$ cat config.mk
export PLATFORM = sky130hd
export DESIGN_NAME = cet_exposure_ctrl
export DESIGN_NICKNAME = d
export VERILOG_FILES = /design/src/cet_pkg.sv /design/src/cet_pin_sync.sv /design/src/cet_pulse_timer.sv /design/src/cet_exposure_ctrl.sv
export VERILOG_INCLUDE_DIRS = /design/src
export SDC_FILE = /design/constraint.sdc
export NUM_CORES = 1
export LEC_CHECK = 0
export ABC_AREA = 1
export BUFFER_PORTS_ARGS = -buffer_cell sky130_fd_sc_hd__buf_2
export CAP_MARGIN = 10
export CORE_ASPECT_RATIO = 0.8
export CORE_MARGIN = 2
export CORE_UTILIZATION = 54
export DETAILED_ROUTE_END_ITERATION = 8
export GPL_TIMING_DRIVEN = 0
export PLACE_DENSITY = 0.76
export SLEW_MARGIN = 40
export SYNTH_ARGS = -nofsm -noshare
export SYNTH_HDL_FRONTEND = slang
export SYNTH_SLANG_ARGS = --single-unit
$ cat constraint.sdc
create_clock -name sys_clk -period 2.05 [get_ports sys_clk]
set_input_delay 0.205 -clock sys_clk [delete_from_list [all_inputs] [get_ports sys_clk]]
set_output_delay 0.205 -clock sys_clk [all_outputs]
set_load 0.005 [all_outputs]
$ cat src/cet_defs.svh
// Constants for the CCD exposure time controller: timing, offsets, fields, reset values
`ifndef CET_DEFS_SVH
`define CET_DEFS_SVH

// ==========================================================================
// Clock
`define CET_CLK_HZ          250000000
`define CET_CLK_NS          4

// ==========================================================================
// Line and field timing
`define CET_LINE_HZ         15750
`define CET_LINE_CYC        (`CET_CLK_HZ / `CET_LINE_HZ)
`define CET_HSYNC_NS        6000
`define CET_HSYNC_CYC       ((`CET_HSYNC_NS + `CET_CLK_NS - 1) / `CET_CLK_NS)
`define CET_FIELD_LINES     262
`define CET_VSYNC_LINES     3

// ==========================================================================
// Camera pulse and readout hold-off
`define CET_PULSE_US        200
`define CET_PULSE_CYC       ((`CET_PULSE_US * 1000 + `CET_CLK_NS - 1) / `CET_CLK_NS)
`define CET_HOLDOFF_MS      17
`define CET_HOLDOFF_CYC     ((`CET_HOLDOFF_MS * 1000000 + `CET_CLK_NS - 1) / `CET_CLK_NS)

// ==========================================================================
// Widths
`define CET_REF_W           14
`define CET_PIX_W           14
`define CET_LINE_W          9
`define CET_TMR_W           23
`define CET_CNT_W           8

// ==========================================================================
// Register offsets, fields, reset values
`define CET_OFS_CONTROL     4'h0
`define CET_OFS_HOST_EXP    4'h4
`define CET_OFS_STATUS      4'h8
`define CET_CTL_SRC_LSB     0
`define CET_STS_PHASE_LSB   0
`define CET_STS_HOLD_BIT    2
`define CET_STS_BTN_BIT     3
`define CET_STS_DONE_BIT    4
`define CET_STS_READS_LSB   8
`define CET_STS_LINES_LSB   16
`define CET_RST_SRC         2'h1
`define CET_RST_HOST_EXP    14'h041a
`define CET_MIN_REF         14'h0001

`endif

$ cat src/cet_pkg.sv
// Types and shared functions of the CCD exposure time controller
package cet_pkg;
`include "cet_defs.svh"

	typedef enum logic [1:0] {
		CET_IDLE    = 2'b00,
		CET_ARMED   = 2'b01,
		CET_EXPOSE  = 2'b10,
		CET_HOLDOFF = 2'b11
	} cet_phase_type;

	typedef enum logic [1:0] {
		CET_SRC_EXT    = 2'b00,
		CET_SRC_HOST   = 2'b01,
		CET_SRC_MANUAL = 2'b10
	} cet_src_type;

	typedef struct packed {
		cet_phase_type               phase;
		logic [`CET_PIX_W-1:0]       pix;
		logic [`CET_LINE_W-1:0]      line;
		logic [`CET_REF_W-1:0]       lines;
		logic                        done;
		logic                        hsync;
		logic                        vsync;
		logic                        grab_trigger;
		cet_src_type                 src;
		logic [`CET_REF_W-1:0]       host_ref;
		logic [`CET_CNT_W-1:0]       readouts;
		logic                        waitreq;
		logic [31:0]                 readdata;
	} cet_top_state_type;

	typedef struct packed {
		logic [`CET_TMR_W-1:0]       cnt;
		logic                        pulse_n;
	} cet_pulse_state_type;

	// ==========================================================================
	// Byte-enable merge of a write into a register word
	function automatic logic [31:0] cet_be_merge(
		input logic [31:0] old_val,
		input logic [31:0] wdata,
		input logic [3:0]  be
	);
		logic [31:0] res;
		res = old_val;
		for (int i = 0; i < 4; i++) begin
			if (be[i]) begin
				res[i*8 +: 8] = wdata[i*8 +: 8];
			end
		end
		return res;
	endfunction

	// Zero exposure would fire read on the very next line; floor it
	function automatic logic [`CET_REF_W-1:0] cet_ref_floor(input logic [`CET_REF_W-1:0] v);
		return (v < `CET_MIN_REF) ? `CET_MIN_REF : v;
	endfunction

endpackage

$ cat src/cet_pin_sync.sv
// Three-stage pin synchroniser with agreement filter
`timescale 1ns/1ns
`default_nettype none

module cet_pin_sync #(
	parameter int WIDTH = 1
) (
	input  wire logic             sys_clk,
	input  wire logic             rst,
	input  wire logic [WIDTH-1:0] pin_in,
	output var  logic [WIDTH-1:0] sync_out
);
	import cet_pkg::*;

	typedef struct packed {
		logic [WIDTH-1:0] s1;
		logic [WIDTH-1:0] s2;
		logic [WIDTH-1:0] s3;
		logic [WIDTH-1:0] o;
	} cet_sync_state_type;

	cet_sync_state_type q;
	cet_sync_state_type d;

	// ==========================================================================
	// Only s2 reads s1; the filter looks at s2 and s3
	always_comb begin
		d = q;
		d.s1 = pin_in;
		d.s2 = q.s1;
		d.s3 = q.s2;
		if (q.s2 == q.s3) begin
			d.o = q.s3;
		end
	end

	always_ff @(posedge sys_clk) begin
		if (rst) begin
			q <= '0;
		end else begin
			q <= d;
		end
	end

	assign sync_out = q.o;

endmodule
`default_nettype wire

$ cat src/cet_pulse_timer.sv
// Retriggerable-free one-shot counting system clock cycles, active-low output
`timescale 1ns/1ns
`default_nettype none

`include "cet_defs.svh"

module cet_pulse_timer #(
	parameter int LEN = 1
) (
	input  wire logic sys_clk,
	input  wire logic rst,
	input  wire logic fire,
	input  wire logic abort,
	output var  logic pulse_n
);
	import cet_pkg::*;

	localparam logic [`CET_TMR_W-1:0] LAST = `CET_TMR_W'(LEN - 1);

	cet_pulse_state_type q;
	cet_pulse_state_type d;

	// ==========================================================================
	// Abort beats fire; fire while running is ignored so widths never stretch
	always_comb begin
		d = q;
		if (abort) begin
			d.pulse_n = 1'b1;
			d.cnt = '0;
		end else if (q.pulse_n) begin
			if (fire) begin
				d.pulse_n = 1'b0;
				d.cnt = LAST;
			end
		end else if (q.cnt == '0) begin
			d.pulse_n = 1'b1;
		end else begin
			d.cnt = q.cnt - 1'b1;
		end
	end

	always_ff @(posedge sys_clk) begin
		if (rst) begin
			q <= '{cnt: '0, pulse_n: 1'b1};
		end else begin
			q <= d;
		end
	end

	assign pulse_n = q.pulse_n;

endmodule
`default_nettype wire

$ cat src/cet_exposure_ctrl.sv
// Top of the CCD exposure time controller: sync generation, exposure sequencing, host port
//
// What the document requires
// Exposure is the span from clear pulse to read pulse, both aligned to hsync.
// Camera empties sensor on clear and sends blank fields until read.
// Camera restarts a field with the image on read, then blanks again.
// Read pulse starts together with both vertical and horizontal sync.
// Next clear pulse comes in the first blank field after the readout field; the 17 ms holdoff outlasts the 262-line field, so it comes in the second.
// Horizontal sync about 6 us wide at about 15750 Hz, brought out.
// Vertical sync is the horizontal sync train divided by 262, own output.
// Host computer can supply the exposure reference.
// Reference comes from external input, host, or manual setting by select.
// From idle a rising vsync arms; next hsync fires the clear pulse.
// Clear sets exposure phase, disarms, blocks hsyncs and starts the timer.
// Timer reaching reference gates next hsync out as read; back to idle.
// After read, arming is held off about 17 ms across the readout field.
// Frame grabber trigger follows the exposure phase state.
// First read forces field alignment; later reads stay synchronised.
// Held reset button clears phase and arming and suppresses camera pulses.
// Camera treats the next pulse as read after a one-second reset hold.
// Exposure timer covers 1 to 1000 ms.
// Grabber acquires only on the trigger from this controller.
// Exposure timer is a counter of lines compared with a programmed count.
// Pulse widths come from counting system clock cycles.
// Reset button is synchronised to the system clock before use.
//
// The implementer's own choices: the Avalon-MM slave port and the placing of the registers.
`timescale 1ns/1ns
`default_nettype none

`include "cet_defs.svh"

module cet_exposure_ctrl
	import cet_pkg::*;
#(
	parameter int LINE_CYC    = `CET_LINE_CYC,
	parameter int PULSE_CYC   = `CET_PULSE_CYC,
	parameter int HOLDOFF_CYC = `CET_HOLDOFF_CYC
) (
	input  wire logic                  sys_clk,
	input  wire logic                  rst,
	input  wire logic                  reset_button,
	input  wire logic [`CET_REF_W-1:0] ext_exposure,
	input  wire logic [`CET_REF_W-1:0] manual_exposure,
	input  wire logic [3:0]            avs_address,
	input  wire logic                  avs_read,
	input  wire logic                  avs_write,
	input  wire logic [31:0]           avs_writedata,
	input  wire logic [3:0]            avs_byteenable,
	output var  logic [31:0]           avs_readdata,
	output var  logic                  avs_waitrequest,
	output var  logic                  hsync,
	output var  logic                  vsync,
	output var  logic                  cam_pulse_n,
	output var  logic                  grab_trigger
);
	import cet_pkg::*;

	localparam logic [`CET_PIX_W-1:0]  PIX_LAST   = `CET_PIX_W'(LINE_CYC - 1);
	localparam logic [`CET_PIX_W-1:0]  HSYNC_CYC  = `CET_PIX_W'(`CET_HSYNC_CYC);
	localparam logic [`CET_LINE_W-1:0] LINE_LAST  = `CET_LINE_W'(`CET_FIELD_LINES - 1);
	localparam logic [`CET_LINE_W-1:0] VSYNC_LNS  = `CET_LINE_W'(`CET_VSYNC_LINES);
	localparam logic [`CET_REF_W-1:0]  LINES_MAX  = '1;

	localparam cet_top_state_type TOP_RESET = '{
		phase:        CET_IDLE,
		pix:          '0,
		line:         '0,
		lines:        '0,
		done:         1'b0,
		hsync:        1'b0,
		vsync:        1'b0,
		grab_trigger: 1'b0,
		src:          cet_src_type'(`CET_RST_SRC),
		host_ref:     `CET_RST_HOST_EXP,
		readouts:     '0,
		waitreq:      1'b1,
		readdata:     '0
	};

	cet_top_state_type         q;
	cet_top_state_type         d;

	logic                      btn;
	logic [`CET_REF_W-1:0]     ext_sync;
	logic [`CET_REF_W-1:0]     manual_sync;
	logic                      pulse_busy_n;
	logic                      holdoff_n;

	logic                      line_start;
	logic                      pix_last;
	logic [`CET_LINE_W-1:0]    line_eff;
	logic [`CET_REF_W-1:0]     ref_sel;
	logic [`CET_REF_W-1:0]     ref_now;
	logic                      arm_state;
	logic                      exposure_phase_state;
	logic                      line_gate_enable;
	logic                      line_sync_gate;
	logic                      clear_fire;
	logic                      read_fire;
	logic                      holdoff_combine;
	logic                      arm_clear_combine;
	logic                      vsync_rise;
	logic                      bus_req;
	logic                      addr_ok;
	logic [31:0]               rd_val;
	logic [31:0]               ctl_word;
	logic [31:0]               exp_word;
	logic [31:0]               merged;

	// ==========================================================================
	// Pin synchronisers
	cet_pin_sync #(
		.WIDTH (1)
	) reset_button_sync (
		.sys_clk  (sys_clk),
		.rst      (rst),
		.pin_in   (reset_button),
		.sync_out (btn)
	);

	// A multi-bit level only moves once s2 and s3 agree, so a torn sample never reaches the compare
	cet_pin_sync #(
		.WIDTH (`CET_REF_W)
	) ext_exposure_sync (
		.sys_clk  (sys_clk),
		.rst      (rst),
		.pin_in   (ext_exposure),
		.sync_out (ext_sync)
	);

	cet_pin_sync #(
		.WIDTH (`CET_REF_W)
	) manual_exposure_sync (
		.sys_clk  (sys_clk),
		.rst      (rst),
		.pin_in   (manual_exposure),
		.sync_out (manual_sync)
	);

	// ==========================================================================
	// Pulse generators
	cet_pulse_timer #(
		.LEN (PULSE_CYC)
	) camera_pulse_generator (
		.sys_clk (sys_clk),
		.rst     (rst),
		.fire    (clear_fire | read_fire),
		.abort   (btn),
		.pulse_n (pulse_busy_n)
	);

	cet_pulse_timer #(
		.LEN (HOLDOFF_CYC)
	) readout_holdoff_pulse (
		.sys_clk (sys_clk),
		.rst     (rst),
		.fire    (read_fire),
		.abort   (btn),
		.pulse_n (holdoff_n)
	);

	// ==========================================================================
	// Next-state logic
	always_comb begin
		d = q;

		// Reference source select
		case (q.src)
			CET_SRC_EXT: begin
				ref_sel = ext_sync;
			end
			CET_SRC_HOST: begin
				ref_sel = q.host_ref;
			end
			default: begin
				ref_sel = manual_sync;
			end
		endcase
		ref_now = cet_ref_floor(ref_sel);

		// Line and field counters
		line_start = (q.pix == '0);
		pix_last = (q.pix == PIX_LAST);
		d.pix = pix_last ? '0 : q.pix + 1'b1;
		if (pix_last) begin
			d.line = (q.line == LINE_LAST) ? '0 : q.line + 1'b1;
		end

		// Gating network
		arm_state = (q.phase == CET_ARMED);
		exposure_phase_state = (q.phase == CET_EXPOSE);
		line_gate_enable = arm_state | (exposure_phase_state & q.done);
		line_sync_gate = line_start & line_gate_enable & ~btn;
		clear_fire = line_sync_gate & arm_state;
		read_fire = line_sync_gate & exposure_phase_state;
		holdoff_combine = exposure_phase_state | ~holdoff_n | (q.phase == CET_HOLDOFF);
		arm_clear_combine = holdoff_combine | btn;

		// A read restarts the field so it lands on the start of vsync
		line_eff = read_fire ? '0 : q.line;
		if (read_fire) begin
			d.line = '0;
		end
		vsync_rise = line_start & (line_eff == '0);

		// Outputs lag the counters one cycle, same as the pulse generator
		d.hsync = (q.pix < HSYNC_CYC);
		d.vsync = (line_eff < VSYNC_LNS);

		// Line-count exposure timer
		d.done = exposure_phase_state & (q.lines >= ref_now) & pulse_busy_n;
		if (clear_fire) begin
			d.lines = '0;
		end else if (exposure_phase_state & line_start & ~q.done & (q.lines != LINES_MAX)) begin
			d.lines = q.lines + 1'b1;
		end

		// Sequencer
		case (q.phase)
			CET_IDLE: begin
				if (vsync_rise & ~arm_clear_combine) begin
					d.phase = CET_ARMED;
				end
			end
			CET_ARMED: begin
				if (clear_fire) begin
					d.phase = CET_EXPOSE;
				end
			end
			CET_EXPOSE: begin
				if (read_fire) begin
					d.phase = CET_HOLDOFF;
					d.done = 1'b0;
					d.readouts = q.readouts + 1'b1;
				end
			end
			CET_HOLDOFF: begin
				if (holdoff_n) begin
					d.phase = CET_IDLE;
				end
			end
			default: begin
				d.phase = CET_IDLE;
			end
		endcase
		if (btn) begin
			d.phase = CET_IDLE;
			d.done = 1'b0;
		end
		d.grab_trigger = (d.phase == CET_EXPOSE);

		// Register words
		ctl_word = '0;
		ctl_word[`CET_CTL_SRC_LSB +: 2] = q.src;
		exp_word = '0;
		exp_word[`CET_REF_W-1:0] = q.host_ref;
		addr_ok = (avs_address[1:0] == 2'h0);
		case (avs_address)
			`CET_OFS_CONTROL: begin
				rd_val = ctl_word;
			end
			`CET_OFS_HOST_EXP: begin
				rd_val = exp_word;
			end
			`CET_OFS_STATUS: begin
				rd_val = '0;
				rd_val[`CET_STS_PHASE_LSB +: 2] = q.phase;
				rd_val[`CET_STS_HOLD_BIT] = ~holdoff_n;
				rd_val[`CET_STS_BTN_BIT] = btn;
				rd_val[`CET_STS_DONE_BIT] = q.done;
				rd_val[`CET_STS_READS_LSB +: `CET_CNT_W] = q.readouts;
				rd_val[`CET_STS_LINES_LSB +: `CET_REF_W] = q.lines;
			end
			default: begin
				rd_val = '0;
			end
		endcase
		if (!addr_ok) begin
			rd_val = '0;
		end

		// Avalon slave: one wait cycle, write commits on the released edge
		bus_req = avs_read | avs_write;
		merged = '0;
		if (bus_req & q.waitreq) begin
			d.waitreq = 1'b0;
			d.readdata = avs_read ? rd_val : '0;
		end else if (bus_req) begin
			d.waitreq = 1'b1;
			if (avs_write & addr_ok) begin
				case (avs_address)
					`CET_OFS_CONTROL: begin
						merged = cet_be_merge(ctl_word, avs_writedata, avs_byteenable);
						d.src = cet_src_type'(merged[`CET_CTL_SRC_LSB +: 2]);
					end
					`CET_OFS_HOST_EXP: begin
						merged = cet_be_merge(exp_word, avs_writedata, avs_byteenable);
						d.host_ref = merged[`CET_REF_W-1:0];
					end
					default: begin
						merged = '0;
					end
				endcase
			end
		end else begin
			d.waitreq = 1'b1;
		end
	end

	// ==========================================================================
	// State register
	always_ff @(posedge sys_clk) begin
		if (rst) begin
			q <= TOP_RESET;
		end else begin
			q <= d;
		end
	end

	assign avs_readdata    = q.readdata;
	assign avs_waitrequest = q.waitreq;
	assign hsync           = q.hsync;
	assign vsync           = q.vsync;
	assign cam_pulse_n     = pulse_busy_n;
	assign grab_trigger    = q.grab_trigger;

endmodule
`default_nettype wire

==> impl_metrics.json <==
{
  "crit_type": "reg -> reg",
  "endpoint": "q[60]",
  "pwr-share-seq_pct": 42.8,
  "ys_seq_area_share_pct": 41.7,
  "outcome": "complete, but fails checks",
  "switching_share_pct": 27.0,
  "fillers": 2002,
  "start_util_pct": 55.5,
  "reg2regPathDepth": 16,
  "setup_viol": 1,
  "place_congestion": 0.947,
  "multi_input_area_sq_um": 6000,
  "nets": 2050,
  "grt_pass1_vias": 10600,
  "wire_per_inst_microns": 13.8,
  "grt_max_degree": 16,
  "synth_edf_count": 0,
  "leakagePower_nw": 6.77,
  "synth_cell_type_count": 51,
  "io_pins": 110,
  "syn_inst": 1783,
  "clock_latency_ns": 0.55,
  "drt_first_pass_iters": 5,
  "grt_pass1_wl_mm": 51.7,
  "finalMaxSlewViolations": 0,
  "port_buffers": 86,
  "slew_headroom_pct": 51.8,
  "drv_cap": 0,
  "comb_power_share_pct": 15.1,
  "antenna_found_initial": 0,
  "dp_hpwl_mm": 22.6,
  "layout-drive-gt1-share_pct": 14.8,
  "ant_nets": 0,
  "crit_required_ns": 2.54,
  "die_w_microns": 175,
  "gr-total-overflow": 0,
  "clkPwrFrac_pct": 42.2,
  "diodes": 0,
  "reg2reg_slack_ns": -0.003,
  "seq_area_sq_um": 5260,
  "syn_area_per_cell_sq_um": 7.06,
  "internal-power_mw": 9.08,
  "synth_seq_cells": 262,
  "crit_path_end_kind": "flip-flop",
  "post-route-period-util_pct": 100,
  "cts.sink_count": 262,
  "ir_worst_vdd_mv": 0.655,
  "dp_slack_ns": -0.236,
  "wl_mm": 31.4,
  "hold_depth": 3,
  "finalHoldViolCount": 0,
  "startpoint": "ctl_word[1]",
  "dieHeight_microns": 141,
  "core_sq_um": 22700,
  "r2r-end": "q[60]",
  "routed_via_density": 5.13,
  "fin_worst_skew_ns": 0.0130,
  "drtIter0Drc": 1029,
  "p_switching_mw": 3.36,
  "yosysWarnings": 0,
  "cts_tree": "done",
  "cts_root_buffer": "clkbuf_16",
  "rows": 49,
  "cp_max_fo": 10,
  "syn2layout_area_growth_pct": 19.1,
  "fin_hold_ws_ns": 0.0137,
  "crit_path_start_kind": "flip-flop",
  "worst_pin_slew_ns": 0.723,
  "crit_arrival_ns": 2.55,
  "routed-via-count": 11700,
  "clockBufferDepth": 3,
  "clk_pin_slew_ns": 0.06,
  "r2r-start": "ctl_word[1]",
  "synthArstFlopShare_pct": 0,
  "p_total_mw": 12.4,
  "finalWorstSetupSlack_ns": -0.00337,
  "max_freq_ghz": 0.487,
  "syn_area_sq_um": 12600,
  "violations": "negative setup slack",
  "fin_crit_ns": 2.05,
  "rsz0062_at_grt": "true",
  "ys.flop_type": "dfxtp_1",
  "die-area_sq_um": 24600,
  "h-tree-depth": 1,
  "hp-class": "in -> reg",
  "drc": 0,
  "powerDensity_nw_per_um2": 830,
  "track_usage_pct": 25.3,
  "cts_made_buffers": 27
}
## cells by family (layout without fill, tap and decap cells)
kind of cell	after synthesis	count (layout)	synth area share (%)
AOI/OAI and AO/OA	237	237	10.6
DFF	262	262	41.7
other	1	2	0.0298
buffers and inverters	327	514	11.4
xor gates and xnor gates	38	38	2.64
adders and majority gates	22	22	2.19
and+or+nand+nor	896	896	31.6
## routing by layer
layer | routed length [microns] | GRT usage (%)
met4 | 834 | 6.93
met2 | 13200 | 39.4
met1 | 15100 | 36.8
met5 | 0 | 0
met3 | 2260 | 3.59
## final cells by class
| type | count | share of cell area (%) |
|---|---|---|
| Tap cell | 306 | 2.55 |
| Multi-Input combinational cell | 1195 | 40.0 |
| Timing Repair Buffer | 142 | 6.38 |
| Sequential cell | 262 | 35.0 |
| Clock buffer | 34 | 4.95 |
| Buffer | 91 | 3.74 |
| Inverter | 236 | 5.93 |
| Clock inverter | 11 | 1.37 |
## timing repair
item | CTS | global route
cloned | 1 | 0
hold endpoints to repair | 43 | 0
resized for setup | 11 | 29
hold buffers | 42 | 0
pin swaps | 1 | 12
endpoints found under the setup margin | 21 | 61
setup buffers | 3 | 10
## worst min-delay path by stage
stage / startpoint / to / slack (ns)
after floorplan: ext_exposure[0] / ext_exposure_sync.d[28] / 0.31
after global placement: ext_exposure_sync.d[39] / ext_exposure_sync.d[25] / 0.39
after detailed placement: ext_exposure_sync.d[41] / ext_exposure_sync.d[27] / 0.40
after CTS: avs_write / avs_waitrequest / 0.003
after global routing: avs_write / avs_waitrequest / 0.04
final: avs_write / avs_waitrequest / 0.01
## state kept, by name, indices dropped and copies added (netlist names), 2 cells and up
name                           flops
ext_exposure_sync.sync_out        14
ctl_word                           2
q                                 48
camera_pulse_generator.q          23
manual_exposure_sync.sync_out     14
manual_exposure_sync.d            28
avs_readdata                      30
ext_exposure_sync.d               28
readout_holdoff_pulse.q           23
ext_exposure_sync.q               14
exp_word                          14
reset_button_sync.d                2
manual_exposure_sync.q            14
## power by group through the flow
stage                     clock, mW  combinational, mW  sequential [mW]
final                          5.25               1.87             5.32
after global routing           5.49               2.10             5.33
after CTS                      5.31               1.81             5.32
after detailed placement          0               1.74             5.43
after global placement            0               1.71             5.43
after floorplan                   0               1.33             5.40
## worst max-delay path, stage by stage, from the launching register on
cell and delay [ns]:
dfxtp_4 0.37, inv_4 0.07, nand2_2 0.07, buf_6 0.14, o211ai_1 0.18, inv_1 0.11, nand4_1 0.09, nor2_1 0.05
nand2_1 0.05, nand2_1 0.05, ha_1 0.27, nand2_1 0.05, nor4_2 0.20, nand2_1 0.09, nand3_2 0.10, nand3_2 0.06
inv_1 0.05
## synthesized netlist by cell type, drive strengths merged (17+ instances only)
cell,count,share of area (%)
a21oi,153,6.5
dfxtp,262,42
o211ai,17,1.0
nor3,29,1.4
buf,56,3.3
o21ai,39,1.6
nand2,405,13
xor2,30,2.1
nand4,31,1.7
nand3,131,5.6
clkbuf,35,1.0
nor2,276,8.9
inv,234,7.0
ha,22,2.2
## stage by stage
| stage | area, sq um | util, % | cells | setup TNS (ns) |
|---|---|---|---|---|
| CTS | 14800 | 65.4 | 2267 | -0.0191 |
| global placement | 13400 | 59.1 | 2176 | -0.493 |
| finish | 15000 | 66.1 | 2277 | -0.00337 |
| global route | 15000 | 66.1 | 2277 | -0.164 |
| floorplan | 12600 | - | 1784 | 0 |
| detailed placement | 13400 | 59.1 | 2176 | -0.577 |
## cell usage in the layout (no fill, tap or decap), drive strengths merged
cell           n
a211oi         3
a21o           3
a21oi        153
a22o           1
a22oi          1
a31oi          5
and2           2
buf          156
bufinv         5
clkbuf        69
clkinv         4
clkinvlp       1
conb           2
dfxtp        262
dlygate4sd3   42
ha            22
inv          237
nand2        405
nand3        131
nand3b         6
nand4         31
nor2         276
nor3          29
nor3b          3
nor4           5
o211ai        17
o21a           1
o21ai         39
o21bai         3
o22ai         11
or2            8
xnor2          8
xor2          30
No activity file was read; power rests on OpenSTA's default activity.
